File: src/pkg/urs_pkg.sv
// shared constants and types for the uart receive status block
package urs_pkg;
    localparam int FIFO_DEPTH = 4;
    localparam logic [2:0] FILL_FULL = 3'h4;
    localparam logic [2:0] FILL_3Q = 3'h3;
    localparam logic [1:0] SEL_FULL = 2'h3;
    localparam logic [1:0] SEL_3Q = 2'h2;
    localparam logic [3:0] LAST_BIT_8 = 4'h7;
    localparam logic [3:0] LAST_BIT_9 = 4'h8;
    // register byte offsets
    localparam logic [7:0] OFF_STS = 8'h00;
    localparam logic [7:0] OFF_CFG = 8'h04;
    localparam logic [7:0] OFF_DATA = 8'h08;
    localparam logic [7:0] OFF_ISTS = 8'h0c;
    localparam logic [7:0] OFF_IMSK = 8'h10;
    // status/control field positions
    localparam int STS_SEL_LSB = 6;
    localparam int STS_ADDR_DETECT_EN = 5;
    localparam int STS_IDLE = 4;
    localparam int STS_PARITY_ERR_FLAG = 3;
    localparam int STS_FRAMING_ERR_FLAG = 2;
    localparam int STS_OVR = 1;
    localparam int STS_AVAIL = 0;
    // config field positions
    localparam int CFG_NINE = 0;
    localparam int CFG_PAR_EN = 1;
    localparam int CFG_PAR_ODD = 2;
    // interrupt status/mask bit positions
    localparam int IRQ_RX = 0;
    localparam int IRQ_OVR = 1;
    localparam int IRQ_ERR = 2;
    // reset values and bus response codes
    localparam logic [1:0] SEL_RST = 2'h0;
    localparam logic [2:0] CFG_RST = 3'h0;
    localparam logic [2:0] IRQ_RST = 3'h0;
    localparam logic [1:0] RESP_OKAY = 2'h0;
    localparam logic [1:0] RESP_SLVERR = 2'h2;
    typedef enum logic [3:0] {
        ST_IDLE = 4'h1,
        ST_DATA = 4'h2,
        ST_PAR = 4'h4,
        ST_STOP = 4'h8
    } urs_rx_state_e;
endpackage

File: src/pkg/urs_rx_if.sv
// link between shift register, receive buffer and status logic
`timescale 1ns/10ps
`default_nettype none
interface urs_rx_if;
    logic done;
    logic [8:0] data;
    logic parity_err_flag;
    logic framing_err_flag;
    logic idle;
    logic abort;
    logic nine;
    logic par_en;
    logic par_odd;
    logic push;
    logic pop;
    logic [8:0] head_data;
    logic head_parity_err_flag;
    logic head_framing_err_flag;
    logic [2:0] fill;
    modport shifter(input abort, nine, par_en, par_odd, output done, data, parity_err_flag, framing_err_flag, idle);
    modport fifo(input push, pop, abort, data, parity_err_flag, framing_err_flag, output head_data, head_parity_err_flag,
        head_framing_err_flag, fill);
endinterface
`default_nettype wire

File: src/hdl/urs_rx_shift.sv
// receive shift register and frame sequencer
`timescale 1ns/10ps
`default_nettype none
module urs_rx_shift (
    input wire logic mclk,
    input wire logic sys_rst,
    input wire logic bit_tick,
    input wire logic rx_s,
    urs_rx_if.shifter rif
);
    import urs_pkg::*;
    urs_rx_state_e state_ff;
    logic [8:0] sh_ff;
    logic [3:0] cnt_ff;
    logic par_ff;
    logic parity_err_flag_ff;
    logic framing_err_flag_ff;
    logic done_ff;

    // config is read live; change it only while idle
    always_ff @(posedge mclk or posedge sys_rst) begin
        if (sys_rst) begin
            state_ff <= ST_IDLE;
            sh_ff <= 9'h000;
            cnt_ff <= 4'h0;
            par_ff <= 1'b0;
            parity_err_flag_ff <= 1'b0;
            framing_err_flag_ff <= 1'b0;
            done_ff <= 1'b0;
        end else begin
            done_ff <= 1'b0;
            if (rif.abort) begin
                state_ff <= ST_IDLE;
            end else if (bit_tick) begin
                case (state_ff)
                    ST_IDLE: begin
                        if (!rx_s) begin
                            state_ff <= ST_DATA;
                            cnt_ff <= 4'h0;
                            par_ff <= rif.par_odd;
                        end
                    end
                    ST_DATA: begin
                        sh_ff <= {rx_s, sh_ff[8:1]};
                        par_ff <= par_ff ^ rx_s;
                        cnt_ff <= cnt_ff + 4'h1;
                        if (cnt_ff == (rif.nine ? LAST_BIT_9 : LAST_BIT_8)) begin
                            parity_err_flag_ff <= 1'b0;
                            state_ff <= rif.par_en ? ST_PAR : ST_STOP;
                        end
                    end
                    ST_PAR: begin
                        parity_err_flag_ff <= par_ff ^ rx_s;
                        state_ff <= ST_STOP;
                    end
                    ST_STOP: begin
                        framing_err_flag_ff <= !rx_s;
                        done_ff <= 1'b1;
                        state_ff <= ST_IDLE;
                    end
                    default: begin
                        state_ff <= ST_IDLE;
                    end
                endcase
            end
        end
    end

    assign rif.done = done_ff;
    assign rif.data = rif.nine ? sh_ff : {1'b0, sh_ff[8:1]};
    assign rif.parity_err_flag = parity_err_flag_ff;
    assign rif.framing_err_flag = framing_err_flag_ff;
    assign rif.idle = (state_ff == ST_IDLE);
endmodule // urs_rx_shift
`default_nettype wire

File: src/hdl/urs_rx_fifo.sv
// four-character receive buffer with per-character error bits
`timescale 1ns/10ps
`default_nettype none
module urs_rx_fifo (
    input wire logic mclk,
    input wire logic sys_rst,
    urs_rx_if.fifo rif
);
    import urs_pkg::*;
    logic [10:0] mem_ff [FIFO_DEPTH];
    logic [1:0] wp_ff;
    logic [1:0] rp_ff;
    logic [2:0] cnt_ff;
    logic do_push;
    logic do_pop;

    assign do_push = rif.push && (cnt_ff != FILL_FULL);
    assign do_pop = rif.pop && (cnt_ff != 3'h0);

    always_ff @(posedge mclk or posedge sys_rst) begin
        if (sys_rst) begin
            wp_ff <= 2'h0;
            rp_ff <= 2'h0;
            cnt_ff <= 3'h0;
        end else if (rif.abort) begin
            wp_ff <= 2'h0;
            rp_ff <= 2'h0;
            cnt_ff <= 3'h0;
        end else begin
            wp_ff <= wp_ff + {1'b0, do_push};
            rp_ff <= rp_ff + {1'b0, do_pop};
            cnt_ff <= cnt_ff + {2'h0, do_push} - {2'h0, do_pop};
        end
    end

    // data storage needs no reset
    always_ff @(posedge mclk) begin
        if (do_push && !rif.abort) begin
            mem_ff[wp_ff] <= {rif.framing_err_flag, rif.parity_err_flag, rif.data};
        end
    end

    assign rif.head_data = mem_ff[rp_ff][8:0];
    assign rif.head_parity_err_flag = mem_ff[rp_ff][9];
    assign rif.head_framing_err_flag = mem_ff[rp_ff][10];
    assign rif.fill = cnt_ff;
endmodule // urs_rx_fifo
`default_nettype wire

File: src/hdl/urs_rx_status.sv
// receive status, buffer control and interrupts with an axi4-lite slave
`timescale 1ns/10ps
`default_nettype none
module urs_rx_status (
    input wire logic mclk,
    input wire logic sys_rst,
    input wire logic rx_pin,
    input wire logic bit_tick,
    input wire logic [7:0] s_axi_awaddr,
    input wire logic s_axi_awvalid,
    output logic s_axi_awready,
    input wire logic [31:0] s_axi_wdata,
    input wire logic [3:0] s_axi_wstrb,
    input wire logic s_axi_wvalid,
    output logic s_axi_wready,
    output logic [1:0] s_axi_bresp,
    output logic s_axi_bvalid,
    input wire logic s_axi_bready,
    input wire logic [7:0] s_axi_araddr,
    input wire logic s_axi_arvalid,
    output logic s_axi_arready,
    output logic [31:0] s_axi_rdata,
    output logic [1:0] s_axi_rresp,
    output logic s_axi_rvalid,
    input wire logic s_axi_rready,
    output logic irq
);
    import urs_pkg::*;

    function automatic logic hit(input logic [7:0] addr, input logic [7:0] off);
        hit = (addr[7:2] == off[7:2]);
    endfunction

    function automatic logic thr_hit(input logic [1:0] sel, input logic [2:0] after);
        if (sel == SEL_FULL) begin
            thr_hit = (after == FILL_FULL);
        end else if (sel == SEL_3Q) begin
            thr_hit = (after == FILL_3Q);
        end else begin
            thr_hit = 1'b1;
        end
    endfunction

    urs_rx_if rif();

    logic rx_meta_ff;
    logic rx_sync_ff;
    logic [1:0] sel_ff;
    logic addr_en_ff;
    logic [2:0] cfg_ff;
    logic ovr_ff;
    logic [2:0] ists_ff;
    logic [2:0] imsk_ff;
    logic bvalid_ff;
    logic [1:0] bresp_ff;
    logic rvalid_ff;
    logic [1:0] rresp_ff;
    logic [31:0] rdata_ff;
    logic wr_go;
    logic rd_go;
    logic wr_lane0;
    logic wr_sts;
    logic wr_ists;
    logic wr_map;
    logic rd_map;
    logic keep;
    logic full;
    logic ovr_set;
    logic ovr_clr;
    logic [2:0] fill_after;
    logic [2:0] evt;
    logic [31:0] sts_word;
    logic [31:0] rd_word;

    // rx pin is asynchronous, idle high
    always_ff @(posedge mclk or posedge sys_rst) begin
        if (sys_rst) begin
            rx_meta_ff <= 1'b1;
            rx_sync_ff <= 1'b1;
        end else begin
            rx_meta_ff <= rx_pin;
            rx_sync_ff <= rx_meta_ff;
        end
    end

    urs_rx_shift u_shift (
        .mclk(mclk),
        .sys_rst(sys_rst),
        .bit_tick(bit_tick),
        .rx_s(rx_sync_ff),
        .rif(rif)
    );

    urs_rx_fifo u_fifo (
        .mclk(mclk),
        .sys_rst(sys_rst),
        .rif(rif)
    );

    // bus handshakes: one write and one read in flight
    assign wr_go = s_axi_awvalid && s_axi_wvalid && !bvalid_ff;
    assign rd_go = s_axi_arvalid && !rvalid_ff;
    assign s_axi_awready = wr_go;
    assign s_axi_wready = wr_go;
    assign s_axi_arready = !rvalid_ff;
    assign wr_lane0 = wr_go && s_axi_wstrb[0];
    assign wr_sts = wr_lane0 && hit(s_axi_awaddr, OFF_STS);
    assign wr_ists = wr_lane0 && hit(s_axi_awaddr, OFF_ISTS);
    assign wr_map = hit(s_axi_awaddr, OFF_STS) || hit(s_axi_awaddr, OFF_CFG)
        || hit(s_axi_awaddr, OFF_DATA) || hit(s_axi_awaddr, OFF_ISTS)
        || hit(s_axi_awaddr, OFF_IMSK);
    assign rd_map = hit(s_axi_araddr, OFF_STS) || hit(s_axi_araddr, OFF_CFG)
        || hit(s_axi_araddr, OFF_DATA) || hit(s_axi_araddr, OFF_ISTS)
        || hit(s_axi_araddr, OFF_IMSK);

    assign rif.nine = cfg_ff[CFG_NINE];
    assign rif.par_en = cfg_ff[CFG_PAR_EN];
    assign rif.par_odd = cfg_ff[CFG_PAR_ODD];
    assign full = (rif.fill == FILL_FULL);

    // address filter only in nine-bit mode
    assign keep = rif.done && !(addr_en_ff && rif.nine && !rif.data[8]);
    assign rif.push = keep && !ovr_ff && !full;
    // overflow when a kept character meets a full buffer
    assign ovr_set = keep && !ovr_ff && full;
    // one-to-zero write on the overrun bit
    assign ovr_clr = wr_sts && ovr_ff && !s_axi_wdata[STS_OVR];
    assign rif.abort = ovr_clr;
    // popping a data read drains the head; empty reads return stale data
    assign rif.pop = rd_go && hit(s_axi_araddr, OFF_DATA) && (rif.fill != 3'h0);
    assign fill_after = rif.fill + 3'h1 - {2'h0, rif.pop};

    assign evt[IRQ_RX] = rif.push && thr_hit(sel_ff, fill_after);
    assign evt[IRQ_OVR] = ovr_set;
    assign evt[IRQ_ERR] = rif.push && (rif.parity_err_flag || rif.framing_err_flag);

    // control fields writable through byte lane 0
    always_ff @(posedge mclk or posedge sys_rst) begin
        if (sys_rst) begin
            sel_ff <= SEL_RST;
            addr_en_ff <= 1'b0;
            cfg_ff <= CFG_RST;
            imsk_ff <= IRQ_RST;
        end else if (wr_lane0) begin
            if (hit(s_axi_awaddr, OFF_STS)) begin
                sel_ff <= s_axi_wdata[STS_SEL_LSB +: 2];
                addr_en_ff <= s_axi_wdata[STS_ADDR_DETECT_EN];
            end else if (hit(s_axi_awaddr, OFF_CFG)) begin
                cfg_ff <= s_axi_wdata[2:0];
            end else if (hit(s_axi_awaddr, OFF_IMSK)) begin
                imsk_ff <= s_axi_wdata[2:0];
            end
        end
    end

    // software may clear but never set
    always_ff @(posedge mclk or posedge sys_rst) begin
        if (sys_rst) begin
            ovr_ff <= 1'b0;
        end else begin
            ovr_ff <= ovr_set || (ovr_ff && !ovr_clr);
        end
    end

    // sticky events, write one to clear, set wins
    always_ff @(posedge mclk or posedge sys_rst) begin
        if (sys_rst) begin
            ists_ff <= IRQ_RST;
        end else begin
            ists_ff <= evt | (ists_ff & ~(wr_ists ? s_axi_wdata[2:0] : 3'h0));
        end
    end

    assign irq = |(ists_ff & imsk_ff);

    assign sts_word = {24'h000000, sel_ff, addr_en_ff, rif.idle,
        (rif.fill != 3'h0) && rif.head_parity_err_flag, (rif.fill != 3'h0) && rif.head_framing_err_flag,
        ovr_ff, rif.fill != 3'h0};

    always_comb begin
        rd_word = 32'h00000000;
        if (hit(s_axi_araddr, OFF_STS)) begin
            rd_word = sts_word;
        end else if (hit(s_axi_araddr, OFF_CFG)) begin
            rd_word = {29'h00000000, cfg_ff};
        end else if (hit(s_axi_araddr, OFF_DATA)) begin
            rd_word = {23'h000000, rif.head_data};
        end else if (hit(s_axi_araddr, OFF_ISTS)) begin
            rd_word = {29'h00000000, ists_ff};
        end else if (hit(s_axi_araddr, OFF_IMSK)) begin
            rd_word = {29'h00000000, imsk_ff};
        end
    end

    always_ff @(posedge mclk or posedge sys_rst) begin
        if (sys_rst) begin
            bvalid_ff <= 1'b0;
            bresp_ff <= RESP_OKAY;
        end else if (wr_go) begin
            bvalid_ff <= 1'b1;
            bresp_ff <= wr_map ? RESP_OKAY : RESP_SLVERR;
        end else if (s_axi_bready) begin
            bvalid_ff <= 1'b0;
        end
    end

    always_ff @(posedge mclk or posedge sys_rst) begin
        if (sys_rst) begin
            rvalid_ff <= 1'b0;
            rresp_ff <= RESP_OKAY;
            rdata_ff <= 32'h00000000;
        end else if (rd_go) begin
            rvalid_ff <= 1'b1;
            rresp_ff <= rd_map ? RESP_OKAY : RESP_SLVERR;
            rdata_ff <= rd_word;
        end else if (s_axi_rready) begin
            rvalid_ff <= 1'b0;
        end
    end

    assign s_axi_bvalid = bvalid_ff;
    assign s_axi_bresp = bresp_ff;
    assign s_axi_rvalid = rvalid_ff;
    assign s_axi_rresp = rresp_ff;
    assign s_axi_rdata = rdata_ff;
endmodule // urs_rx_status
`default_nettype wire

File: config.mk
export PLATFORM = sky130hd
export DESIGN_NAME = urs_rx_status
export DESIGN_NICKNAME = d
export VERILOG_FILES = /design/src/pkg/urs_pkg.sv /design/src/pkg/urs_rx_if.sv /design/src/hdl/urs_rx_shift.sv /design/src/hdl/urs_rx_fifo.sv /design/src/hdl/urs_rx_status.sv
export SDC_FILE = /design/constraint.sdc
export NUM_CORES = 1
export LEC_CHECK = 0
export ABC_AREA = 1
export BUFFER_PORTS_ARGS = -buffer_cell sky130_fd_sc_hd__buf_4
export CAP_MARGIN = 20
export CORE_AREA = 5 5 114 116
export CTS_CLUSTER_DIAMETER = 50
export DETAILED_ROUTE_END_ITERATION = 7
export DIE_AREA = 0 0 119 121
export GPL_ROUTABILITY_DRIVEN = 0
export SLEW_MARGIN = 15
export SYNTH_ARGS = -nofsm -noshare
export SYNTH_HDL_FRONTEND = slang
export SYNTH_HIERARCHICAL = 1
export SYNTH_SLANG_ARGS = --single-unit
export TNS_END_PERCENT = 1
File: constraint.sdc
create_clock -name mclk -period 5.7 [get_ports mclk]
set_clock_uncertainty 0.05 [all_clocks]
set_input_delay 0.57 -clock mclk [delete_from_list [all_inputs] [get_ports mclk]]
set_output_delay 0.57 -clock mclk [all_outputs]
set_load 0.05 [all_outputs]
* After elaboration in Yosys (flattened, before gate mapping)
Memories as Yosys holds them, arrays and structs flattened. Index checks and enable logic that the tools add are counted. W data, S select, Z words.
Operators by class: add/sub/neg operators 7, $mul 0, divide/modulo/power cells 0, magnitude comparators 0, eq/ne operators 23, shift-type cells 0, muxes and demuxes 36, bitwise operators 8, reductions and logical operators 60
Operators with widths (number):
- $mux W9 | 4
- $mux W4 | 7
- $eq A6 B2 Y1 const B | 4
- $logic_and A1 B1 Y1 | 24
- $mux W1 | 13
- $eq A6 B1 Y1 const B | 2
- $eq A6 B3 Y1 const B | 2
- $logic_not A6 Y1 | 2
- $mux W3 | 4
- $pmux W4 S3 | 1
- $reduce_and A3 Y1 | 4
- $reduce_and A4 Y1 | 3
- $logic_or A1 B1 Y1 | 10
- $reduce_bool A2 Y1 | 5
- $logic_not A1 Y1 | 9
- $mux W2 | 4
- $pmux W4 S2 | 1
- $and A3 B3 Y3 | 2
- $eq A3 B3 Y1 const B | 2
- $sub A3 B1 Y3 | 2
- $add A2 B1 Y2 | 2
- $add A4 B1 Y4 const B | 1
- $eq A2 B2 Y1 const B | 2
- $eq A4 B1 Y1 const B | 1
- 20 further kinds | 23
Storage, ports and cells: bits in registers 81, latch bits 0, bits in writable memories 44, ROM bits 0, input port bits 61, output and inout bits 42, logic and storage cells 158, memories 1
Memories:
- u_fifo.mem_ff | words 4, bits a word 11, read ports 1, clocked after memory_dff 0, write ports 1, line urs_rx_fifo.sv:10 | logic [10:0] mem_ff [FIFO_DEPTH];

* Logic depth before layout (Yosys ltp)
Gate-level depths: netlist (run 1).
depth in word-level cells 11, gate-level depth with buffers 15, gate-level depth less buffers 13

* Modules after synthesis
The synthesis (run 1) kept the hierarchy.
Modules (own cells, without submodules):
- urs_rx_fifo | times used 1, cells an instance 156, area each 2053.2 um2, seq. area each 1496.4 um2
- urs_rx_status | times used 1, cells an instance 219, area each 1734.2 um2, seq. area each 703.2 um2
- urs_rx_shift | times used 1, cells an instance 150, area each 1211.2 um2, seq. area each 526.8 um2

* Worst setup path before layout (run 1)
Ideal clock, no wire load.
path kind register to register, start register cfg_ff[0], end memory u_fifo.mem_ff[0][0] (enable), library setup time 0.393 ns, data arrival time 2.337 ns, data required time 5.257 ns, slack 2.919 ns, cell stages (with the launch flop) 10, buffers on the path 2, clock period less this slack 2.781 ns, cells stage by stage dfrtp_1 > buf_2 > clkbuf_1 > nand2_1 > inv_1 > nand3b_1 > nand3_1 > nor2_1 > nand2_2 > nor3_1
Between the ends: longest elaborated chain between the ends 11, elaborated cells between the ends (all ways) 12, those cells by class mux (3); reduce/logical (9)
RTL lines:
- start: declaration | line urs_rx_status.sv:50 | logic [2:0] cfg_ff;
- start signal: assignment | line urs_rx_status.sv:149 | cfg_ff <= s_axi_wdata[2:0];
- $mux W9 | line urs_rx_shift.sv:70 | assign rif.data = rif.nine ? sh_ff : {1'b0, sh_ff[8:1]};
- net rif.data[8] | line urs_rx_if.sv:6 | logic [8:0] data;
- $logic_not A1 Y1 | line urs_rx_status.sv:122 | assign keep = rif.done && !(addr_en_ff && rif.nine && !rif.data[8]);
- $logic_and A1 B1 Y1 | line urs_rx_status.sv:122
- $logic_not A1 Y1 | line urs_rx_status.sv:122
- $logic_and A1 B1 Y1 | line urs_rx_status.sv:122
- $logic_and A1 B1 Y1 (2 in a row) | line urs_rx_status.sv:123 | assign rif.push = keep && !ovr_ff && !full;
- net rif.push | line urs_rx_if.sv:14 | logic push;
- $logic_and A1 B1 Y1 | line urs_rx_fifo.sv:17 | assign do_push = rif.push && (cnt_ff != FILL_FULL);
- $logic_and A1 B1 Y1 | line urs_rx_fifo.sv:38 | if (do_push && !rif.abort) begin
- $mux W1 | line urs_rx_fifo.sv:38
- $mux W1 (not written as such) | line urs_rx_fifo.sv:39 | mem_ff[wp_ff] <= {rif.framing_err_flag, rif.parity_err_flag, rif.data};
- end: declaration | line urs_rx_fifo.sv:10
The timed path passes the listed nets, and every way through them passes these cells.

* Worst setup path in the final report (run 1)
start register cfg_ff[0], end memory u_fifo.mem_ff[1][8] (enable)
Same word-level chain as after synthesis.

==> impl_metrics.py, run 1 <==
metrics = {
    "clock_network": {
        "cts_sinks": 100,
        "clk_path_buf_depth": 2,
        "cts_tree": "yes",
        "clk_pin_slew_ps": 60,
        "hold_buffers": 0,
        "post-cts-setup-buffers": 0,
        "cts-root-buf": "clkbuf_16",
        "worstSkewPairLatency_ps": 340,
        "cts_resized": 0,
        "cts_buffers": 9,
        "htreeDepth": 3,
    },
    "synthesis": {
        "netlist_area_sq_um": 5000,
        "ys.flop_type": "dfrtp_1",
        "synth-seq-area-share_pct": 54.5,
        "synth.avg_cell_area_sq_um": 9.52,
        "yosysTopAreaCellShare_pct": 26.5,
        "synth_seq_cells": 100,
        "ys_top_cells_by_area": "dfrtp_1 27%, edfxtp_1 26%, nand2_1 6.8%",
        "synthArstFlopShare_pct": 56.0,
        "netlist_instances": 525,
        "yosysTopAreaCell": "dfrtp_1",
        "yosys-top-cells-count": "91 x nand2_1, 66 x nor2_1, 53 x dfrtp_1, 49 x inv_1, 44 x edfxtp_1",
        "synth_edf_count": 44,
        "yosysUniqueCellTypes": 42,
        "ys_warn_count": 6,
        "yosysMostFrequentCell": "nand2_1",
    },
    "power_and_ir_drop": {
        "cellInternalPower_mw": 1.33,
        "p_clk_share_pct": 26.8,
        "power_density_nw_per_um2": 365,
        "sequentialPowerShare_pct": 46.9,
        "p_leak_nw": 2.46,
        "peakVddDrop_mv": 0.156,
        "power.share.combinational_pct": 26.3,
        "switching_power_mw": 0.714,
        "sw_frac_of_total_pct": 35.0,
    },
    "worst_setup_path": {
        "endpoint": "u_fifo/mem_ff[1][8]",
        "cp-end-kind": "register",
        "r2r_cells": 7,
        "reg2reg_slack_ps": 2490,
        "worstPathArrival_ps": 3110,
        "path_class": "reg -> reg",
        "required_ps": 5610,
        "cp-start-kind": "register",
        "critPathMaxFanout": 22,
        "reg2reg_to": "u_fifo/mem_ff[1][8]",
        "r2r-start": "cfg_ff[0]",
        "startpoint": "cfg_ff[0]",
    },
    "timing": {
        "hold_viol": 0,
        "setup-tns-final_ps": 0,
        "timing.final.crit_share_pct": 56.2,
        "holdWs_ps": 148,
        "max_freq_mhz": 312,
        "worstMarginPinSlew_ps": 1060,
        "rsz0062_at_grt": "false",
        "final-setup-viol-count": 0,
        "relSlewSlack_pct": 29.1,
        "final_max_slew_viol_count": 0,
        "finalCriticalPeriod_ps": 3210,
    },
    "cells_and_area": {
        "antennaDiodeCount": 0,
        "layout-drive-gt1-share_pct": 19.4,
        "area_growth_pct": 12.1,
        "layout.nets": 633,
    },
    "global_routing": {
        "antenna_found_initial": 0,
        "grt_pass1_wl_um": 17400,
        "grt.overflow.total": 0,
        "grt_pass1_vias": 3408,
        "grt.total_usage_pct": 15.4,
        "grt_max_degree": 25,
    },
    "detailed_routing": {
        "drtAntennaViolNets": 0,
        "wl_um": 10400,
        "viasPerCell": 4.88,
        "drc": 0,
        "drt_iter0_drc": 172,
        "routedWlPerCell_um": 14.5,
        "vias": 3506,
        "dr.pass1.iters": 4,
    },
    "die": {
        "start_util_pct": 42.3,
        "io_pins": 103,
        "die_w_um": 119,
        "dieArea_sq_um": 14400,
        "rows": 40,
        "coreArea_sq_um": 11800,
        "die_h_um": 121,
    },
    "place": {
        "portBuffers": 44,
        "hpwl_um": 7630,
    },
    "min_path": {
        "hold_path_class": "in -> async",
    },
    "status": {
        "run_status": "completed",
    },
    "job": {
        "max_cap_viol_count": 0,
    },
}
## cell type report
class                      instances  area [sq um]
timing repair buffer              46           365
tap                              147           184
clock inverter                     4          26.3
sequential                       100          2730
inverter                          56           210
clock buffer                      12           236
fill                            1129          6210
multi-input combinational        353          1860
## metal layers
layer	vias up	part of all wire [%]	track usage (%)
met5	-	0	0
met4	0	0.68	5.00
met3	4	6.0	4.01
met2	87	48	24.1
met1	1633	46	20.9
li1	1782	-	-
## power by group through the flow
| stage | combinational, mW | sequential [mW] | clock, mW |
|---|---|---|---|
| 2_1_floorplan | 0.393 | 0.997 | 0 |
| 3_3_place_gp | 0.525 | 0.966 | 0 |
| 3_5_place_dp | 0.540 | 0.971 | 0 |
| 4_1_cts | 0.542 | 0.957 | 0.566 |
| 5_1_grt | 0.603 | 0.972 | 0.598 |
| 6_report | 0.538 | 0.957 | 0.548 |
## registers in the layout, summed over array words and instances (netlist names), 3 cells and up
register and flops:
cfg_ff 3, imsk_ff 3, ists_ff 3, s_axi_rdata 9, u_fifo/mem_ff 44, u_fifo/rif.fill 3, u_shift/cnt_ff 4, u_shift/sh_ff 9
u_shift/state_ff 4
## layout by cell type (no fill, tap or decap), types with 15 or more instances in the layout
cell type and n:
dfrtp_1 53, nand3_1 17, edfxtp_1 44, nand2_1 91
buf_4 45, a21oi_1 15, nor2_1 65, conb_1 25
o21ai_0 25, inv_1 49, o21ai_1 24
## cell families after synthesis
logic type | Yosys count | synth area share (%)
AOI/OAI and AO/OA | 90 | 10.5
xor gates and xnor gates | 7 | 1.23
adders and majority gates | 6 | 1.65
buffers and inverters | 96 | 10.4
DFF | 100 | 54.5
muxes | 1 | 0.451
other | 1 | 0.0750
and+or+nand+nor | 224 | 21.2
## worst max-delay path, cell delays in order, from the launching register on
cell and delay (ps):
dfrtp_1 770, nand2_1 110, inv_1 180, nand3b_1 160, nand3_1 80, nor2_1 390
nand3_2 220, nor2_1 840
## stage by stage
stage	instances	total power, mW	setup WS [ps]	instance area, sq um	util, %
6_report	718	2.04	2490	5600	47.4
5_1_grt	718	2.17	2110	5600	47.4
4_1_cts	718	2.07	2420	5600	47.4
3_5_place_dp	702	1.51	2430	5340	45.2
3_3_place_gp	701	1.49	2530	5310	45.0
2_1_floorplan	549	1.39	2920	5090	-
## worst min path at each step
stage	from	end	slack, ps	depth (start not counted)
2_1_floorplan	rx_meta_ff	rx_sync_ff	300	0
3_3_place_gp	rx_meta_ff	rx_sync_ff	300	0
5_1_grt	sys_rst	u_fifo/rif.fill[2]	140	2
3_5_place_dp	rx_meta_ff	rx_sync_ff	300	0
4_1_cts	sys_rst	u_fifo/wp_ff[0]	130	2
6_report	sys_rst	u_fifo/wp_ff[0]	150	2
No activity file was read; power rests on OpenSTA's default activity.
==> run 2, diff against run 1 <==
==> constraint.sdc (replaced) <==
create_clock -name mclk -period 3 [get_ports mclk]
set_clock_uncertainty 0.05 [all_clocks]
set_input_delay 0.3 -clock mclk [delete_from_list [all_inputs] [get_ports mclk]]
set_output_delay 0.3 -clock mclk [all_outputs]
set_load 0.05 [all_outputs]
==> impl_metrics.py, run 2 (synthesis results as in run 1) <==
metrics = {
    "timing": {
        "hold_viol": 0,
        "setup-tns-final_ps": 0,
        "final_max_slew_viol_count": 0,
        "max_freq_mhz": 405,
        "holdWs_ps": 15.9,
        "worstMarginPinSlew_ps": 1020,
        "relSlewSlack_pct": 31.5,
        "rsz0062_at_grt": "false",
        "final-setup-viol-count": 0,
        "timing.final.crit_share_pct": 82.4,
        "finalCriticalPeriod_ps": 2470,
    },
    "detailed_routing": {
        "maxUsedRoutingLayer": "met4",
        "viasPerCell": 4.90,
        "drc": 0,
        "dr.pass1.iters": 4,
        "drt-met1-wl_um": 4910,
        "wl_um": 10600,
        "drtAntennaViolNets": 0,
        "drt_iter0_drc": 209,
        "wl_met3_um": 619,
        "wl_met2_um": 4910,
        "routedWlPerCell_um": 14.5,
        "vias": 3565,
    },
    "worst_setup_path": {
        "cp-end-kind": "register",
        "path_class": "reg -> reg",
        "crit_family": "simple AND/OR/NAND/NOR gates",
        "critical-path-slowest-cell": "nor2_1",
        "cp-start-kind": "register",
        "worstPathArrival_ps": 2380,
        "required_ps": 2910,
        "crit_top_cell": "nor2_1",
        "critPathMaxStageDelay_ps": 800,
        "critPathMaxFanout": 11,
        "worstPathCellList": "nand2_1 > inv_1 > nand3b_1 > nand3_1 > nor2_1 > nand3_2 > nor2_1",
        "worst-path-buf-inv": 1,
    },
    "die": {
        "dieArea_sq_um": 14400,
        "start_util_pct": 42.3,
        "rows": 40,
        "coreArea_sq_um": 11800,
        "die_h_um": 121,
        "die_w_um": 119,
        "io_pins": 103,
    },
    "job": {
        "max_cap_viol_count": 0,
    },
    "cells_and_area": {
        "register_area_sq_um": 2730,
        "final_common_cell": "nand2_1",
        "largest_register": "u_fifo/mem_ff",
        "nFillCells": 1110,
        "area_growth_pct": 13.6,
        "antennaDiodeCount": 0,
        "layout.nets": 643,
        "layout-drive-gt1-share_pct": 20.1,
        "multi_input_area_sq_um": 1840,
        "final_cells": 728,
        "layout_common_cells": "91 x nand2_1, 66 x nor2_1, 54 x buf_4, 53 x dfrtp_1, 49 x inv_1",
        "largest_reg_flops": 44,
    },
    "clock_network": {
        "cts_buffers": 9,
        "cts_sinks": 100,
        "worstSkewPairLatency_ps": 340,
        "cts-root-buf": "clkbuf_16",
        "clk_pin_slew_ps": 70,
        "cts_resized": 0,
        "clk_path_buf_depth": 2,
        "cts_tree": "yes",
        "htreeDepth": 3,
    },
    "global_routing": {
        "grt_max_degree": 24,
        "grt.overflow.total": 0,
        "grt.total_usage_pct": 15.4,
        "grt_pass1_vias": 3502,
        "grt_pass1_wl_um": 17600,
        "antenna_found_initial": 0,
    },
    "power_and_ir_drop": {
        "peakVddDrop_mv": 0.393,
        "power_density_nw_per_um2": 690,
        "p_leak_nw": 2.50,
        "power_mw": 3.92,
    },
    "status": {
        "run_status": "completed",
    },
    "place": {
        "hpwl_um": 7620,
        "dp_cells": 710,
        "portBuffers": 44,
    },
    "min_path": {
        "hold_path_class": "in -> reg",
    },
}
run 2: cell count changes in the layout (fill, tap and decap cells not counted), sizes merged:
cell | before | now
buf | 46 | 55
clkinv | 3 | 2
clkinvlp | 1 | 2
dlygate4sd3 | 0 | 1
run 2: through the flow:
stage                     utilization, %  area (sq um)  setup WS (ps)
after floorplan                        -          5090            219
after global placement              45.4          5360            446
after detailed placement            45.6          5390            467
after CTS                           48.0          5670            452
after global routing                48.1          5680            349
final                               48.1          5680            529
run 2: what timing repair did:
| action | 4_1_cts | 5_1_grt |
|---|---|---|
| buffers inserted | 0 | 0 |
| endpoints found under the hold margin | 7 | 0 |
| hold buffers | 1 | 0 |
run 2: area by class of cell:
type	instances	area share [%]
sequential	100	48.0
clock buffer	12	4.34
multi-input combinational	353	32.4
clock inverter	4	0.485
timing repair buffer	56	7.80
tap	147	3.24
inverter	56	3.70
run 2: final timing paths:
kind                                 start                  end  slack [ps]  cells after the start
worst max-delay path             cfg_ff[0]  u_fifo/mem_ff[3][3]         530                      7
worst min-delay path                rx_pin           rx_meta_ff          20                      1
worst max register to register   cfg_ff[0]  u_fifo/mem_ff[3][3]         530                      7
worst min register to register  rx_meta_ff           rx_sync_ff         300                      0
max in group asynchronous          sys_rst     u_shift/sh_ff[2]        1730                      3
min in group asynchronous          sys_rst   u_fifo/rif.fill[2]         420                      3
run 2: power breakdown:
group / total, mW / switching, mW / internal (mW)
Combinational: 1.06 / 0.725 / 0.331
Sequential: 1.79 / 0.151 / 1.64
Clock: 1.07 / 0.489 / 0.584
Total: 3.92 / 1.37 / 2.56
run 2: routing by layer:
layer / GRT usage (%) / vias up
met2: 24.4 / 96
li1: - / 1796
met4: 4.63 / 0
met5: 0 / -
met3: 3.96 / 12
met1: 20.9 / 1661
